`src/shared/hps_pkg.sv`:
```
// Constants for the host port status and data byte block
package hps_pkg;

  localparam int ADDR_W = 3;
  localparam int DATA_W = 8;
  localparam int WORD_W = 24;

  // Host address map
  localparam logic [2:0] ADDR_STATUS = 3'h2;
  localparam logic [2:0] ADDR_VECTOR = 3'h3;
  localparam logic [2:0] ADDR_BYTE_A = 3'h5;
  localparam logic [2:0] ADDR_BYTE_B = 3'h6;
  localparam logic [2:0] ADDR_BYTE_C = 3'h7;

  // Reset values
  localparam logic [7:0]  VECTOR_RESET = 8'h0f;
  localparam logic [23:0] WORD_EMPTY   = 24'h000000;

  // Status bit positions
  localparam int ST_RX_FULL    = 0;
  localparam int ST_TX_EMPTY   = 1;
  localparam int ST_TX_READY   = 2;
  localparam int ST_FLAG_TWO   = 3;
  localparam int ST_FLAG_THREE = 4;
  localparam int ST_REQUEST    = 7;

  // Byte lanes of a 24-bit word
  typedef enum logic [3:0] {
    HPS_LANE_HIGH = 4'h1,
    HPS_LANE_MID  = 4'h2,
    HPS_LANE_LOW  = 4'h4,
    HPS_LANE_NONE = 4'h8
  } hps_lane_t;

endpackage : hps_pkg

```
`src/core/hps_port.sv`:
```
// Host side status, vector and data byte registers of a 24-bit host port
// Notes on behaviour
// - Word moved in from DSP transmit side sets receive-full, status bit 0
// - Host read of address 7 clears receive-full
// - Moving transmit bytes to DSP receive side sets transmit-empty, bit 1
// - Host write to address 7 clears transmit-empty
// - Initialize command clears receive-full if receive request enabled, sets transmit-empty if transmit request enabled
// - Flags drive requests only when enabled; always readable by polling
// - Transmitter ready is transmit-empty and not DSP receive-full
// - Three bytes move as one word when both flags clear; sets both
// - Status bits 3 and 4 mirror DSP flags; host cannot change them
// - Status bits 5 and 6 read zero; host should write zero
// - Status bit 7 follows combined or dual request outputs per select
// - Request status is one when any flag and its enable are set
// - Vector register host only; driven on acknowledge during combined or transmit request
// - Vector resets to 0f on hard or soft reset, else kept
// - Receive bytes read-only, carry high, middle, low of DSP word
// - Little endian puts receive high at 7, low at 5; big swaps
// - Transmit bytes write-only, feed high, middle, low of DSP word
// - Big endian puts transmit high at 5, low at 7; little swaps
// - Clearing interface enable or stop performs an individual reset
// - Every reset sets empty and ready, clears full, empties bytes
// - Host writes to status address change nothing
`timescale 1ns/1ps
`default_nettype none

module hps_port (
  input  wire logic        ref_clk,
  input  wire logic        sys_rst,
  input  wire logic        soft_rst,
  input  wire logic        stop_rst,
  input  wire logic        interface_enable,
  input  wire logic [2:0]  host_addr,
  input  wire logic        host_rd,
  input  wire logic        host_wr,
  input  wire logic [7:0]  host_data_in,
  output logic      [7:0]  host_data_out,
  output logic             host_data_oe,
  input  wire logic        host_acknowledge_in,
  input  wire logic        receive_request_enable,
  input  wire logic        transmit_request_enable,
  input  wire logic        byte_order_select,
  input  wire logic        dual_request_select,
  input  wire logic        init_cmd,
  input  wire logic        dsp_flag_two,
  input  wire logic        dsp_flag_three,
  input  wire logic [23:0] dsp_side_transmit_word,
  input  wire logic        dsp_tx_write,
  output logic      [23:0] dsp_side_receive_word,
  output logic             dsp_side_receive_full,
  input  wire logic        dsp_rx_read,
  output logic             rx_full_flag,
  output logic             tx_empty_flag,
  output logic             transmitter_ready,
  output logic             combined_request_out,
  output logic             transmit_request_out,
  output logic             receive_request_out
);

  // Lane served by a data address under the given byte order
  function automatic hps_pkg::hps_lane_t lane_of(
    input logic [2:0] addr,
    input logic       little
  );
    hps_pkg::hps_lane_t lane;
    lane = hps_pkg::HPS_LANE_NONE;
    if (addr == hps_pkg::ADDR_BYTE_A) begin
      lane = little ? hps_pkg::HPS_LANE_LOW : hps_pkg::HPS_LANE_HIGH;
    end else if (addr == hps_pkg::ADDR_BYTE_B) begin
      lane = hps_pkg::HPS_LANE_MID;
    end else if (addr == hps_pkg::ADDR_BYTE_C) begin
      lane = little ? hps_pkg::HPS_LANE_HIGH : hps_pkg::HPS_LANE_LOW;
    end
    return lane;
  endfunction : lane_of

  // Byte of a word picked by lane
  function automatic logic [7:0] pick_byte(
    input logic [23:0]        word,
    input hps_pkg::hps_lane_t lane
  );
    logic [7:0] b;
    b = 8'h00;
    unique case (lane)
      hps_pkg::HPS_LANE_HIGH: b = word[23:16];
      hps_pkg::HPS_LANE_MID:  b = word[15:8];
      hps_pkg::HPS_LANE_LOW:  b = word[7:0];
      hps_pkg::HPS_LANE_NONE: b = 8'h00;
    endcase
    return b;
  endfunction : pick_byte

  logic [23:0] rx_word;
  logic [23:0] tx_word;
  logic [7:0]  vector;
  logic        flag_two;
  logic        flag_three;

  logic        next_rx_full;
  logic        next_tx_empty;
  logic        next_dsp_full;
  logic        next_rx_req;
  logic        next_tx_req;
  logic        part_rst;
  logic        load_rx;
  logic        move_tx;
  logic        init_rx;
  logic        init_tx;
  logic        rd_last;
  logic        wr_last;
  logic        req_now;
  logic        vector_cycle;
  logic [7:0]  status;
  logic [7:0]  read_value;

  hps_pkg::hps_lane_t rd_lane;
  hps_pkg::hps_lane_t wr_lane;

  // Individual and stop resets act through the clock
  assign part_rst = soft_rst | stop_rst | ~interface_enable;

  assign rd_lane = lane_of(host_addr, byte_order_select);
  assign wr_lane = lane_of(host_addr, byte_order_select);

  assign rd_last = host_rd & (host_addr == hps_pkg::ADDR_BYTE_C);
  assign wr_last = host_wr & (host_addr == hps_pkg::ADDR_BYTE_C);
  assign init_rx = init_cmd & receive_request_enable;
  assign init_tx = init_cmd & transmit_request_enable;

  // New DSP word only lands on empty receive bytes
  assign load_rx = dsp_tx_write & ~rx_full_flag;

  // Word moves once host side is full and DSP side empty
  assign move_tx = ~tx_empty_flag & ~dsp_side_receive_full;

  // Flag updates; a hardware set wins over a clear in the same cycle
  always_comb begin
    next_rx_full = rx_full_flag;
    if (rd_last) begin
      next_rx_full = 1'b0;
    end
    if (init_rx) begin
      next_rx_full = 1'b0;
    end
    if (load_rx) begin
      next_rx_full = 1'b1;
    end
    if (part_rst) begin
      next_rx_full = 1'b0;
    end
  end

  always_comb begin
    next_tx_empty = tx_empty_flag;
    if (wr_last) begin
      next_tx_empty = 1'b0;
    end
    if (init_tx || move_tx) begin
      next_tx_empty = 1'b1;
    end
    if (part_rst) begin
      next_tx_empty = 1'b1;
    end
  end

  always_comb begin
    next_dsp_full = dsp_side_receive_full;
    if (dsp_rx_read || init_tx) begin
      next_dsp_full = 1'b0;
    end
    if (move_tx) begin
      next_dsp_full = 1'b1;
    end
    if (part_rst) begin
      next_dsp_full = 1'b0;
    end
  end

  assign next_rx_req = next_rx_full & receive_request_enable;
  assign next_tx_req = next_tx_empty & transmit_request_enable;

  always_ff @(posedge ref_clk or posedge sys_rst) begin
    if (sys_rst) begin
      rx_full_flag          <= 1'b0;
      tx_empty_flag         <= 1'b1;
      dsp_side_receive_full <= 1'b0;
      transmitter_ready     <= 1'b1;
    end else begin
      rx_full_flag          <= next_rx_full;
      tx_empty_flag         <= next_tx_empty;
      dsp_side_receive_full <= next_dsp_full;
      transmitter_ready     <= next_tx_empty & ~next_dsp_full;
    end
  end

  // Receive bytes: loaded whole from the DSP transmit word
  always_ff @(posedge ref_clk or posedge sys_rst) begin
    if (sys_rst) begin
      rx_word <= hps_pkg::WORD_EMPTY;
    end else if (part_rst) begin
      rx_word <= hps_pkg::WORD_EMPTY;
    end else if (load_rx) begin
      rx_word <= dsp_side_transmit_word;
    end
  end

  // Transmit bytes: host writes a lane at a time
  always_ff @(posedge ref_clk or posedge sys_rst) begin
    if (sys_rst) begin
      tx_word <= hps_pkg::WORD_EMPTY;
    end else if (part_rst) begin
      tx_word <= hps_pkg::WORD_EMPTY;
    end else if (host_wr) begin
      unique case (wr_lane)
        hps_pkg::HPS_LANE_HIGH: tx_word[23:16] <= host_data_in;
        hps_pkg::HPS_LANE_MID:  tx_word[15:8]  <= host_data_in;
        hps_pkg::HPS_LANE_LOW:  tx_word[7:0]   <= host_data_in;
        hps_pkg::HPS_LANE_NONE: tx_word        <= tx_word;
      endcase
    end
  end

  // DSP receive word; overwritten only when the DSP side is empty
  always_ff @(posedge ref_clk or posedge sys_rst) begin
    if (sys_rst) begin
      dsp_side_receive_word <= hps_pkg::WORD_EMPTY;
    end else if (part_rst) begin
      dsp_side_receive_word <= hps_pkg::WORD_EMPTY;
    end else if (move_tx) begin
      dsp_side_receive_word <= tx_word;
    end
  end

  // Vector survives individual and stop resets
  always_ff @(posedge ref_clk or posedge sys_rst) begin
    if (sys_rst) begin
      vector <= hps_pkg::VECTOR_RESET;
    end else if (soft_rst) begin
      vector <= hps_pkg::VECTOR_RESET;
    end else if (host_wr && host_addr == hps_pkg::ADDR_VECTOR) begin
      vector <= host_data_in;
    end
  end

  // DSP flags, sampled from the DSP each cycle; hard or soft reset clears them, stop resets do not
  always_ff @(posedge ref_clk or posedge sys_rst) begin
    if (sys_rst) begin
      flag_two   <= 1'b0;
      flag_three <= 1'b0;
    end else if (soft_rst) begin
      flag_two   <= 1'b0;
      flag_three <= 1'b0;
    end else begin
      flag_two   <= dsp_flag_two;
      flag_three <= dsp_flag_three;
    end
  end

  // Request pins; dual mode splits them, the combined pin then idles
  always_ff @(posedge ref_clk or posedge sys_rst) begin
    if (sys_rst) begin
      combined_request_out <= 1'b0;
      transmit_request_out <= 1'b0;
      receive_request_out  <= 1'b0;
    end else begin
      combined_request_out <= ~dual_request_select & (next_rx_req | next_tx_req);
      transmit_request_out <= dual_request_select & next_tx_req;
      receive_request_out  <= dual_request_select & next_rx_req;
    end
  end

  // Bit 7 shows whichever pin set is active
  assign req_now = (rx_full_flag & receive_request_enable)
                 | (tx_empty_flag & transmit_request_enable);

  localparam int ST_POS_RX  = hps_pkg::ST_RX_FULL;
  localparam int ST_POS_TX  = hps_pkg::ST_TX_EMPTY;
  localparam int ST_POS_RDY = hps_pkg::ST_TX_READY;
  localparam int ST_POS_F2  = hps_pkg::ST_FLAG_TWO;
  localparam int ST_POS_F3  = hps_pkg::ST_FLAG_THREE;
  localparam int ST_POS_REQ = hps_pkg::ST_REQUEST;

  // Flags stay visible whatever the enables are
  always_comb begin
    status                = 8'h00;
    status[ST_POS_RX]     = rx_full_flag;
    status[ST_POS_TX]     = tx_empty_flag;
    status[ST_POS_RDY]    = tx_empty_flag & ~dsp_side_receive_full;
    status[ST_POS_F2]     = flag_two;
    status[ST_POS_F3]     = flag_three;
    status[ST_POS_REQ]    = req_now;
  end

  // Read mux; unmapped addresses read zero
  always_comb begin
    read_value = pick_byte(rx_word, rd_lane);
    if (host_addr == hps_pkg::ADDR_STATUS) begin
      read_value = status;
    end else if (host_addr == hps_pkg::ADDR_VECTOR) begin
      read_value = vector;
    end
  end

  // A host read wins over acknowledge; the vector is driven only in cycles without a read
  assign vector_cycle = host_acknowledge_in
                      & (combined_request_out | transmit_request_out);

  // Status address writes fall through every decode above
  always_ff @(posedge ref_clk or posedge sys_rst) begin
    if (sys_rst) begin
      host_data_out <= 8'h00;
      host_data_oe  <= 1'b0;
    end else if (host_rd) begin
      host_data_out <= read_value;
      host_data_oe  <= 1'b1;
    end else if (vector_cycle) begin
      host_data_out <= vector;
      host_data_oe  <= 1'b1;
    end else begin
      host_data_out <= 8'h00;
      host_data_oe  <= 1'b0;
    end
  end

  // Checks

  a_rx_full_set: assert property (@(posedge ref_clk) disable iff (sys_rst)
    (load_rx && !part_rst) |=> rx_full_flag)
    else $error("receive-full not set by DSP word");

  a_rx_full_clear: assert property (@(posedge ref_clk) disable iff (sys_rst)
    (rd_last && rx_full_flag) |=> !rx_full_flag)
    else $error("receive-full not cleared by last byte read");

  a_tx_empty_clear: assert property (@(posedge ref_clk) disable iff (sys_rst)
    (wr_last && !part_rst && !init_tx && tx_empty_flag) |=> !tx_empty_flag)
    else $error("transmit-empty not cleared by last byte write");

  a_word_move: assert property (@(posedge ref_clk) disable iff (sys_rst)
    (!tx_empty_flag && !dsp_side_receive_full && !part_rst)
    |=> tx_empty_flag && dsp_side_receive_full
        && dsp_side_receive_word == $past(tx_word))
    else $error("transmit word not moved to DSP side");

  a_ready_value: assert property (@(posedge ref_clk) disable iff (sys_rst)
    transmitter_ready == (tx_empty_flag && !dsp_side_receive_full))
    else $error("transmitter ready wrong");

  a_vector_drive: assert property (@(posedge ref_clk) disable iff (sys_rst)
    (host_acknowledge_in && combined_request_out && !host_rd)
    |=> host_data_oe && host_data_out == $past(vector))
    else $error("vector not driven on acknowledge");

  a_vector_reset: assert property (@(posedge ref_clk) disable iff (sys_rst)
    soft_rst |=> vector == hps_pkg::VECTOR_RESET)
    else $error("vector not reset");

  a_part_reset: assert property (@(posedge ref_clk) disable iff (sys_rst)
    (stop_rst || !interface_enable)
    |=> tx_empty_flag && !rx_full_flag && transmitter_ready
        && rx_word == hps_pkg::WORD_EMPTY)
    else $error("reset state wrong");

  a_request_gate: assert property (@(posedge ref_clk) disable iff (sys_rst)
    (!receive_request_enable && !transmit_request_enable)
    |=> !combined_request_out && !transmit_request_out
        && !receive_request_out)
    else $error("request driven while disabled");

  a_status_zeros: assert property (@(posedge ref_clk) disable iff (sys_rst)
    (host_rd && host_addr == hps_pkg::ADDR_STATUS)
    |=> host_data_out[6:5] == 2'h0 && host_data_out[7] == $past(req_now))
    else $error("status reserved or request bit wrong");

endmodule : hps_port

`default_nettype wire

```
`config.mk`:
```
export PLATFORM = sky130hd
export DESIGN_NAME = hps_port
export DESIGN_NICKNAME = d
export VERILOG_FILES = /design/src/shared/hps_pkg.sv /design/src/core/hps_port.sv
export SDC_FILE = /design/constraint.sdc
export NUM_CORES = 1
export LEC_CHECK = 0
export ABC_CLOCK_PERIOD_IN_PS = 5400
export BUFFER_PORTS_ARGS = -buffer_cell sky130_fd_sc_hd__buf_4
export CORE_MARGIN = 2
export CORE_UTILIZATION = 55
export CTS_CLUSTER_DIAMETER = 120
export DETAILED_ROUTE_END_ITERATION = 16
export PLACE_DENSITY = 0.84
export SETUP_SLACK_MARGIN = 0.15
export SYNTH_ARGS = -nofsm -noshare
export SYNTH_HDL_FRONTEND = slang
export SYNTH_SLANG_ARGS = --single-unit
```
`constraint.sdc`:
```
create_clock -name ref_clk -period 5.4 [get_ports ref_clk]
set_input_delay 1.08 -clock ref_clk [delete_from_list [all_inputs] [get_ports ref_clk]]
set_output_delay 1.08 -clock ref_clk [all_outputs]
set_load 0.02 [all_outputs]
```
==> reports/results.tsv, run 1 <==
stage	metric	value	unit
grt	first-pass GRT wire length	16390	um
grt	vias in the first global route	3335	
grt	largest net degree at the start of global routing	76	
sta	Setup TNS	0	ps
clock_tree	CTS tree	built	
min_path	hold path endpoint	host_data_out[4]$_DFF_PP0_	
clock_tree	Post-CTS Resized	0	
clock_tree	clk slew on worst S/H paths	100	ps
final_layout	layout cells sized above 1	0.2433	
drt	DRC	0	
sta	Max-slew headroom	0.2213	
logic_synthesis	register area share after synthesis	0.5765	
logic_synthesis	Main synth FF type	dfrtp_1	
placement	RePlAce Congestion	0.8504	
logic_synthesis	post-synth top area share	0.5396	
die	DIE AREA	8478	sq um
min_path	HP Class	flop to flop	
sta	Least-Margin Pin Slew	1160	ps
critical_path	critical setup path kind	primary input to flop	
die	initial core utilization	0.5609	
final_layout	# fillers	626	
clock_tree	CTS sink count	98	
grt	gr usage total	0.2443	
critical_path	Worst EP required	5630	ps
min_path	worst min-delay path startpoint	flag_three$_DFF_PP0_	
logic_synthesis	Synthesized Nets	496	
final_layout	Area Overhead vs Synth	21.26	%
die	Rows	32	
power	pwr dens	257.7	nW/um^2
critical_path	Critical Path Source Type	primary input	
placement	DP HPWL	7058	um
sta	final setup vio count	0	
drt	DRT iter0 DRCs	217	
logic_synthesis	Seq cells post-synth	98	
sta	max-slew violations	0	
drt	count of antenna-violating nets left after detailed routing	0	
placement	placed cell count	612	
clock_tree	total CTS buffers	9	
sta	final hold vios	0	
power	Peak VDD IR	0.0001606	V
die	I/O pins	92	
clock_tree	Longest Clk Path Bufs	2	
critical_path	FF-to-FF Start	tx_empty_flag$_DFF_PP1_	
clock_tree	# Post-CTS Setup Buffers	0	
critical_path	reg2reg path depth	5	
logic_synthesis	number of synthesized flops with an enable pin	0	
drt	DR vias	3528	
die	Die Y	92.08	um
logic_synthesis	Ys Warns	0	
logic_synthesis	post-synth cell types	42	
logic_synthesis	Synth async-reset ratio	1.000	
clock_tree	# H-tree levels	3	
power	total power	1.333	mW
drt	Routed WL	9810	um
drt	WL per Instance	15.62	um
die	die width	92.08	um
logic_synthesis	top cells by area, synth	dfrtp_1, nand2_1, a21oi_1, mux2i_1, dfstp_2	
sta	Final Cycle Share	0.5300	
critical_path	Worst EP arrival	3090	ps
final_layout	Total Nets Final	573	
logic_synthesis	cell taking the most area after synthesis	dfrtp_1	
critical_path	worst-path fanout max	12	
power	leakage power total	2.291	nW
final_layout	ANT cells	0	
drt	DRT Pass-1 Iters	4	
critical_path	CP endpoint kind	flop	
sta	Fmax	0.3494	GHz
logic_synthesis	syn_area_per_cell	9.609	sq um
clock_tree	Root Driver	clkbuf_8	
clock_tree	cts hold-fix bufs	0	
critical_path	R2R Setup Slk	3740	ps
clock_tree	worst-skew pair later-pin latency	360	ps
min_path	WHS Path Cells	1	
sta	final period demand of the worst path	2862	ps
final_layout	Layout Cells excl Fill	628	
logic_synthesis	Mapped Cells	444	
die	Core Footprint	7607	sq um
sta	RSZ-0062 raised after global routing	false	
logic_synthesis	synthesized cell area	4267	sq um
critical_path	Critical R2R Capture	combined_request_out$_DFF_PP0_	
sta	Final Skew	9.252	ps
run_status	outcome	completed	
grt	initial antenna violation count	0	
placement	PortBufs	91	
drt	vias per inst	5.618	
grt	total global routing overflow	0	
flow_run	total of max-cap violations	0	
-- cells by family after synthesis --
group                     after synthesis  share of synthesized area
muxes                                  21                    0.04985
xor gates and xnor gates                1                   0.002053
and+or+nand+nor                       198                     0.2073
AOI/OAI and AO/OA                      92                     0.1293
buffers and inverters                  34                    0.03490
DFF                                    98                     0.5765
-- placed cells by master, fill, tap and decap left out, types with 6 or more instances in the layout --
| cell | netlist | routed |
|---|---|---|
| buf_4 | 3 | 95 |
| a21oi_1 | 66 | 66 |
| nand2_1 | 137 | 137 |
| nor2_1 | 21 | 21 |
| nand4_1 | 7 | 7 |
| dfrtp_1 | 92 | 92 |
| dfstp_2 | 6 | 6 |
| nand3_1 | 6 | 6 |
| clkbuf_8 | 0 | 9 |
| mux2i_1 | 19 | 19 |
-- area by class of cell --
type / count / area, sq um / share of cell area
flip-flops and latches: 98 / 2460 / 0.4755
clock inverters: 7 / 71.32 / 0.01378
inverters: 5 / 20.02 / 0.003869
well taps: 102 / 127.6 / 0.02467
multi-input cells: 312 / 1658 / 0.3204
repair buffers: 95 / 713.2 / 0.1378
clock buffers: 9 / 123.9 / 0.02394
-- where the power goes --
group	total, mW	internal, mW	switching [mW]
clock network	0.451	0.180	0.271
registers	0.751	0.745	0.00619
logic	0.131	0.0515	0.0793
total	1.33	0.977	0.356
-- synthesized netlist by cell type (all sizes together), types with 5 or more instances --
library cell / n
nand2: 137
dfrtp: 92
a21oi: 66
nor2: 22
mux2i: 19
buf: 15
clkbuf: 14
nand4: 7
dfstp: 6
nand3: 6
inv: 5
-- worst max-delay path, cell delays in order --
cell and delay (ps):
buf_4 150, xnor2_1 920, and4_1 610, mux2i_1 270
nor2_1 50
-- worst max path at each step --
stage / start / endpoint / slack, ps / cells after the start
finish: host_addr[1] / tx_word[17]$_DFFE_PP0P_ / 2540 / 5
floorplan: sys_rst / combined_request_out$_DFF_PP0_ / 1770 / 1
global placement: host_addr[1] / tx_word[23]$_DFFE_PP0P_ / 2290 / 5
global route: host_addr[1] / tx_word[22]$_DFFE_PP0P_ / 2400 / 5
CTS: host_addr[1] / tx_word[17]$_DFFE_PP0P_ / 2540 / 5
detailed placement: host_addr[1] / tx_word[17]$_DFFE_PP0P_ / 2150 / 5
-- per-stage QoR --
| step | area [sq um] | hold WS (ps) | utilization | setup WS (ps) |
|---|---|---|---|---|
| floorplan | 4267 | 455.7 | - | 1768 |
| global placement | 4979 | 482.5 | 0.6544 | 2291 |
| detailed placement | 4979 | 473.5 | 0.6544 | 2152 |
| CTS | 5174 | 497.3 | 0.6801 | 2537 |
| global route | 5174 | 507.6 | 0.6801 | 2398 |
| finish | 5174 | 495.0 | 0.6801 | 2538 |
-- flip-flops by register name (all words and copies together) (netlist names), 8 cells and up --
signal,cells
dsp_side_receive_word,24
vector,8
host_data_out,8
tx_word,24
rx_word,24
-- layer usage --
metal | up-vias | share of wire | global-route usage
met4 | 0 | 0.017 | 0.07090
met1 | 1727 | 0.44 | 0.3444
met3 | 19 | 0.056 | 0.04191
met2 | 118 | 0.48 | 0.3934
met5 | - | 0 | 0
li1 | 1664 | - | -
No activity file was read; power rests on OpenSTA's default activity.
==> run 2: changes to the inputs <==
--- a/config.mk
+++ b/config.mk
@@ -5,13 +5,14 @@
 export SDC_FILE = /design/constraint.sdc
 export NUM_CORES = 1
 export LEC_CHECK = 0
-export ABC_CLOCK_PERIOD_IN_PS = 5400
+export ABC_AREA = 1
+export ABC_CLOCK_PERIOD_IN_PS = 3000
 export BUFFER_PORTS_ARGS = -buffer_cell sky130_fd_sc_hd__buf_4
 export CORE_MARGIN = 2
-export CORE_UTILIZATION = 55
+export CORE_UTILIZATION = 54
 export CTS_CLUSTER_DIAMETER = 120
 export DETAILED_ROUTE_END_ITERATION = 16
-export PLACE_DENSITY = 0.84
+export PLACE_DENSITY = 0.82
 export SETUP_SLACK_MARGIN = 0.15
 export SYNTH_ARGS = -nofsm -noshare
 export SYNTH_HDL_FRONTEND = slang
==> constraint.sdc (replaced) <==
create_clock -name ref_clk -period 3 [get_ports ref_clk]
set_input_delay 0.6 -clock ref_clk [delete_from_list [all_inputs] [get_ports ref_clk]]
set_output_delay 0.6 -clock ref_clk [all_outputs]
set_load 0.02 [all_outputs]
==> reports/results.tsv, run 2 <==
stage	metric	value	unit
run_status	outcome	completed	
die	DIE AREA	8708	sq um
critical_path	Worst path slowest cell	dfstp_2	
grt	total global routing overflow	0	
logic_synthesis	number of synthesized flops with an enable pin	0	
die	Core Footprint	7727	sq um
logic_synthesis	post-synth cell types	29	
sta	final setup vio count	0	
grt	initial antenna violation count	0	
logic_synthesis	Ys Warns	0	
clock_tree	Root Driver	clkbuf_8	
sta	Final Cycle Share	0.5844	
drt	count of antenna-violating nets left after detailed routing	0	
critical_path	worst-path fanout max	38	
clock_tree	CTS tree	built	
critical_path	Critical Path Source Type	flop	
critical_path	worst path bufs/invs	1	
placement	RePlAce Congestion	0.9200	
logic_synthesis	Synthesized Nets	555	
sta	Least-Margin Pin Slew	742.0	ps
sta	RSZ-0062 raised after global routing	false	
logic_synthesis	Mapped Cells	503	
logic_synthesis	syn_area_per_cell	8.564	sq um
clock_tree	clk slew on worst S/H paths	110	ps
clock_tree	total CTS buffers	9	
final_layout	Final Instance Area	5310	sq um
die	Die Y	93.32	um
grt	first-pass GRT wire length	17260	um
final_layout	Area Overhead vs Synth	23.26	%
final_layout	layout cells sized above 1	0.2396	
grt	vias in the first global route	3720	
sta	final period demand of the worst path	1753	ps
final_layout	commonest non-fill, non-tap cell in the layout	nand2_1	
die	initial core utilization	0.5575	
final_layout	Total Nets Final	648	
final_layout	ANT cells	0	
grt	largest net degree at the start of global routing	44	
sta	Final Skew	13.52	ps
flow_run	total of max-cap violations	0	
placement	DP HPWL	7647	um
power	pwr dens	468.9	nW/um^2
critical_path	crit-path leading delay family	simple AND/OR/NAND/NOR gates	
placement	PortBufs	91	
power	leakage power total	2.690	nW
die	Rows	32	
logic_synthesis	cell taking the most area after synthesis	dfrtp_1	
grt	gr usage total	0.2540	
drt	DRC	0	
sta	Max-slew headroom	0.5043	
sta	final hold vios	0	
critical_path	Worst EP arrival	2000	ps
critical_path	reg2reg path depth	6	
logic_synthesis	Synth top cells by count	nand2_1, dfrtp_1, inv_1	
clock_tree	Post-CTS Resized	0	
drt	DRT Pass-1 Iters	5	
critical_path	CP endpoint kind	flop	
clock_tree	CTS sink count	98	
logic_synthesis	Seq cells post-synth	98	
clock_tree	# Post-CTS Setup Buffers	0	
die	I/O pins	92	
logic_synthesis	register area share after synthesis	0.5710	
drt	DR vias	3731	
critical_path	critical setup path kind	flop to flop	
power	total power	2.490	mW
placement	Cell Area, Placed	5100	sq um
critical_path	CP Cell Sequence	nor2_2 > buf_4 > nor2_1 > nand3_1 > nand2_1 > a21oi_1	
final_layout	Top Registers	dsp_side_receive_word x24, rx_word x24, tx_word x24	
power	Peak VDD IR	0.0003057	V
sta	max-slew violations	0	
critical_path	Crit path depth	6	
clock_tree	worst-skew pair later-pin latency	370	ps
logic_synthesis	count leader, synth	nand2_1	
critical_path	Worst EP required	3250	ps
drt	WL per Instance	14.58	um
drt	DRT iter0 DRCs	283	
sta	Setup TNS	0	ps
clock_tree	Longest Clk Path Bufs	2	
logic_synthesis	post-synth top area share	0.5344	
die	die width	93.32	um
logic_synthesis	synthesized cell area	4308	sq um
final_layout	most frequent cells in the layout	nand2_1, buf_4, dfrtp_1	
logic_synthesis	Main synth FF type	dfrtp_1	
drt	Routed WL	10250	um
logic_synthesis	top cells by area, synth	dfrtp_1, nand2_1, inv_1, a21oi_1, o21ai_0	
clock_tree	# H-tree levels	3	
drt	vias per inst	5.307	
min_path	HP Class	primary input to asynchronous set/reset pin	
critical_path	CP peak stage delay	610	ps
logic_synthesis	Synth async-reset ratio	1.000	
sta	Fmax	0.5704	GHz
clock_tree	cts hold-fix bufs	0	
-- run 2: layout make-up --
type                            instances  area [sq um]
Sequential cell                        98          2460
Clock buffer                           10         137.6
Fill cell                             619          2417
Multi-Input combinational cell        318          1505
Timing Repair Buffer                   97         728.2
Inverter                               72         279.0
Clock inverter                          6         72.57
Tap cell                              102         127.6
-- run 2: logic make-up after synthesis --
kind of cell,after synthesis,synth area share
compound gates,109,0.1365
simple gates,209,0.2123
flops,98,0.5710
buf+inv,87,0.08016
-- run 2: metal layers --
layer / GRT usage / up-vias / wire length (um)
li1: - / 1773 / -
met5: 0 / - / 0
met2: 0.4125 / 155 / 5021
met4: 0.08333 / 0 / 171
met3: 0.05318 / 16 / 706
met1: 0.3437 / 1787 / 4352
-- run 2: final timing paths --
check	startpoint	slack [ps]	endpoint
setup / recovery	tx_empty_flag$_DFF_PP1_	1250	combined_request_out$_DFF_PP0_
min in group ref_clk	dual_request_select	390	combined_request_out$_DFF_PP0_
hold reg to reg	dsp_side_receive_word[6]$_DFFE_PP0P_	490	dsp_side_receive_word[6]$_DFFE_PP0P_
hold / removal	sys_rst	350	tx_word[4]$_DFFE_PP0P_
setup reg to reg	tx_empty_flag$_DFF_PP1_	1250	combined_request_out$_DFF_PP0_
max in group asynchronous	sys_rst	1770	host_data_out[1]$_DFF_PP0_
-- run 2: metrics by stage --
stage	worst slack, ps	utilization	hold WS (ps)	std cells
3_5_place_dp	1102	0.6600	465.0	687
5_1_grt	1133	0.6872	377.4	703
4_1_cts	1251	0.6872	370.6	703
2_1_floorplan	1243	-	442.2	503
3_3_place_gp	1187	0.6600	468.3	687
6_report	1247	0.6872	351.7	703
-- run 2: power by group --
part | switching, mW | internal [mW] | leakage, nW | total [mW]
sequential | 0.0101 | 1.34 | 1.33 | 1.35
combinational | 0.155 | 0.0913 | 1.26 | 0.246
clock | 0.473 | 0.417 | 0.103 | 0.890
total | 0.638 | 1.85 | 2.69 | 2.49
==> run 3: changes to the inputs <==
--- a/config.mk
+++ b/config.mk
@@ -6,13 +6,13 @@
 export NUM_CORES = 1
 export LEC_CHECK = 0
 export ABC_AREA = 1
-export ABC_CLOCK_PERIOD_IN_PS = 3000
+export ABC_CLOCK_PERIOD_IN_PS = 1500
 export BUFFER_PORTS_ARGS = -buffer_cell sky130_fd_sc_hd__buf_4
 export CORE_MARGIN = 2
-export CORE_UTILIZATION = 54
+export CORE_UTILIZATION = 49
 export CTS_CLUSTER_DIAMETER = 120
 export DETAILED_ROUTE_END_ITERATION = 16
-export PLACE_DENSITY = 0.82
+export PLACE_DENSITY = 0.79
 export SETUP_SLACK_MARGIN = 0.15
 export SYNTH_ARGS = -nofsm -noshare
 export SYNTH_HDL_FRONTEND = slang
==> constraint.sdc (replaced) <==
create_clock -name ref_clk -period 1.5 [get_ports ref_clk]
set_input_delay 0.3 -clock ref_clk [delete_from_list [all_inputs] [get_ports ref_clk]]
set_output_delay 0.3 -clock ref_clk [all_outputs]
set_load 0.02 [all_outputs]
==> reports/results.tsv, run 3 (synthesized netlist as in run 2, its figures left out) <==
stage	metric	value	unit
clock_tree	cts hold-fix bufs	0	
critical_path	Worst EP required	1200	ps
sta	Hold WS	64.43	ps
sta	final period demand of the worst path	1390	ps
placement	DP HPWL	7607	um
critical_path	critical setup path kind	flop to primary output	
critical_path	worst-path fanout max	4	
grt	gr usage total	0.2283	
critical_path	worst path bufs/invs	1	
critical_path	crit-path leading delay family	flip-flops	
sta	RSZ-0062 raised after global routing	true	
die	Rows	34	
die	initial core utilization	0.4988	
drt	WL per Instance	14.31	um
critical_path	Worst EP arrival	1090	ps
die	die width	97.77	um
clock_tree	total CTS buffers	9	
critical_path	Critical Path Source Type	flop	
drt	count of antenna-violating nets left after detailed routing	0	
sta	Setup TNS	0	ps
final_layout	most frequent cells in the layout	nand2_1, buf_4, dfrtp_1	
power	leakage power total	2.729	nW
final_layout	ANT cells	0	
critical_path	Worst path slowest cell	dfstp_2	
sta	Least-Margin Pin Slew	505.4	ps
grt	largest net degree at the start of global routing	99	
drt	DRT Pass-1 Iters	4	
drt	DRT iter0 DRCs	229	
power	Peak VDD IR	0.0006325	V
critical_path	CP startpoint	tx_empty_flag$_DFF_PP1_	
die	DIE AREA	9558	sq um
clock_tree	# H-tree levels	3	
die	I/O pins	92	
sta	Fmax	0.7192	GHz
final_layout	Total Nets Final	653	
drt	Routed WL	10220	um
critical_path	CP Cell Sequence	buf_6	
final_layout	layout cells sized above 1	0.2525	
die	Die Y	97.77	um
grt	first-pass GRT wire length	17620	um
sta	final hold vios	0	
grt	vias in the first global route	3740	
critical_path	FF-to-FF Start	tx_empty_flag$_DFF_PP1_	
flow_run	total of max-cap violations	0	
drt	vias per inst	5.133	
final_layout	Top Registers	dsp_side_receive_word x24, rx_word x24, tx_word x24	
drt	DR vias	3665	
placement	RePlAce Congestion	0.9528	
final_layout	Area Overhead vs Synth	25.70	%
drt	DRC	0	
sta	max-slew violations	0	
sta	Final Skew	14.29	ps
placement	PortBufs	91	
min_path	HP Class	primary input to asynchronous set/reset pin	
die	Core Footprint	8636	sq um
clock_tree	Longest Clk Path Bufs	2	
clock_tree	clk slew on worst S/H paths	100	ps
final_layout	commonest non-fill, non-tap cell in the layout	nand2_1	
grt	total global routing overflow	0	
clock_tree	CTS tree	built	
clock_tree	worst-skew pair later-pin latency	380	ps
grt	initial antenna violation count	0	
clock_tree	CTS sink count	98	
sta	Max-slew headroom	0.6631	
power	pwr dens	892.2	nW/um^2
run_status	outcome	completed	
critical_path	CP peak stage delay	600	ps
critical_path	CP endpoint kind	primary output	
sta	Final Cycle Share	0.9270	
sta	final setup vio count	0	
clock_tree	Root Driver	clkbuf_8	
## run 3: cell type report
cell class	instances	area, sq um
clock inverters	7	58.81
inverters	72	279.0
multi-input cells	318	1519
clock buffers	9	123.9
well taps	108	135.1
repair buffers	102	839.6
fillers	721	3221
flip-flops and latches	98	2460
## run 3: per-layer routing
layer  track usage  share of wire  vias to the layer above  wire (um)
li1              -              -                     1790          -
met1        0.2938           0.42                     1729       4339
met2        0.3820           0.50                      124       5075
met3       0.06228          0.058                       22        596
met4       0.06731          0.020                        0        204
met5             0              0                        -          0
## run 3: final timing paths
check | to | slack [ps] | depth (start not counted)
setup / recovery | tx_empty_flag | 110 | 1
hold / removal | dsp_side_receive_word[16]$_DFFE_PP0P_ | 60 | 3
setup reg to reg | dsp_side_receive_word[18]$_DFFE_PP0P_ | 190 | 5
hold reg to reg | tx_word[18]$_DFFE_PP0P_ | 490 | 2
max in group asynchronous | tx_empty_flag$_DFF_PP1_ | 1030 | 3
min in group ref_clk | combined_request_out$_DFF_PP0_ | 80 | 2
## run 3: report_power, final
group	leakage, nW	switching, mW	internal, mW
combinational	1.31	0.310	0.204
clock	0.0872	0.980	0.629
sequential	1.33	0.0209	2.69
## run 3: stage by stage
step | utilization | power (mW) | cell area [sq um] | instances | setup WS [ps]
floorplan | - | 3.023 | 4314 | 503 | 43.27
global placement | 0.6021 | 3.260 | 5200 | 697 | 9.656
detailed placement | 0.6021 | 3.271 | 5200 | 697 | -24.35
CTS | 0.6246 | 4.867 | 5394 | 714 | 103.9
global route | 0.6271 | 5.045 | 5415 | 714 | 83.59
finish | 0.6271 | 4.832 | 5415 | 714 | 109.5
## run 3: timing repair
item / in CTS / in global routing
buffers inserted: 1 / 0
resized for setup: 2 / 7
endpoints found under the setup margin: 2 / 34
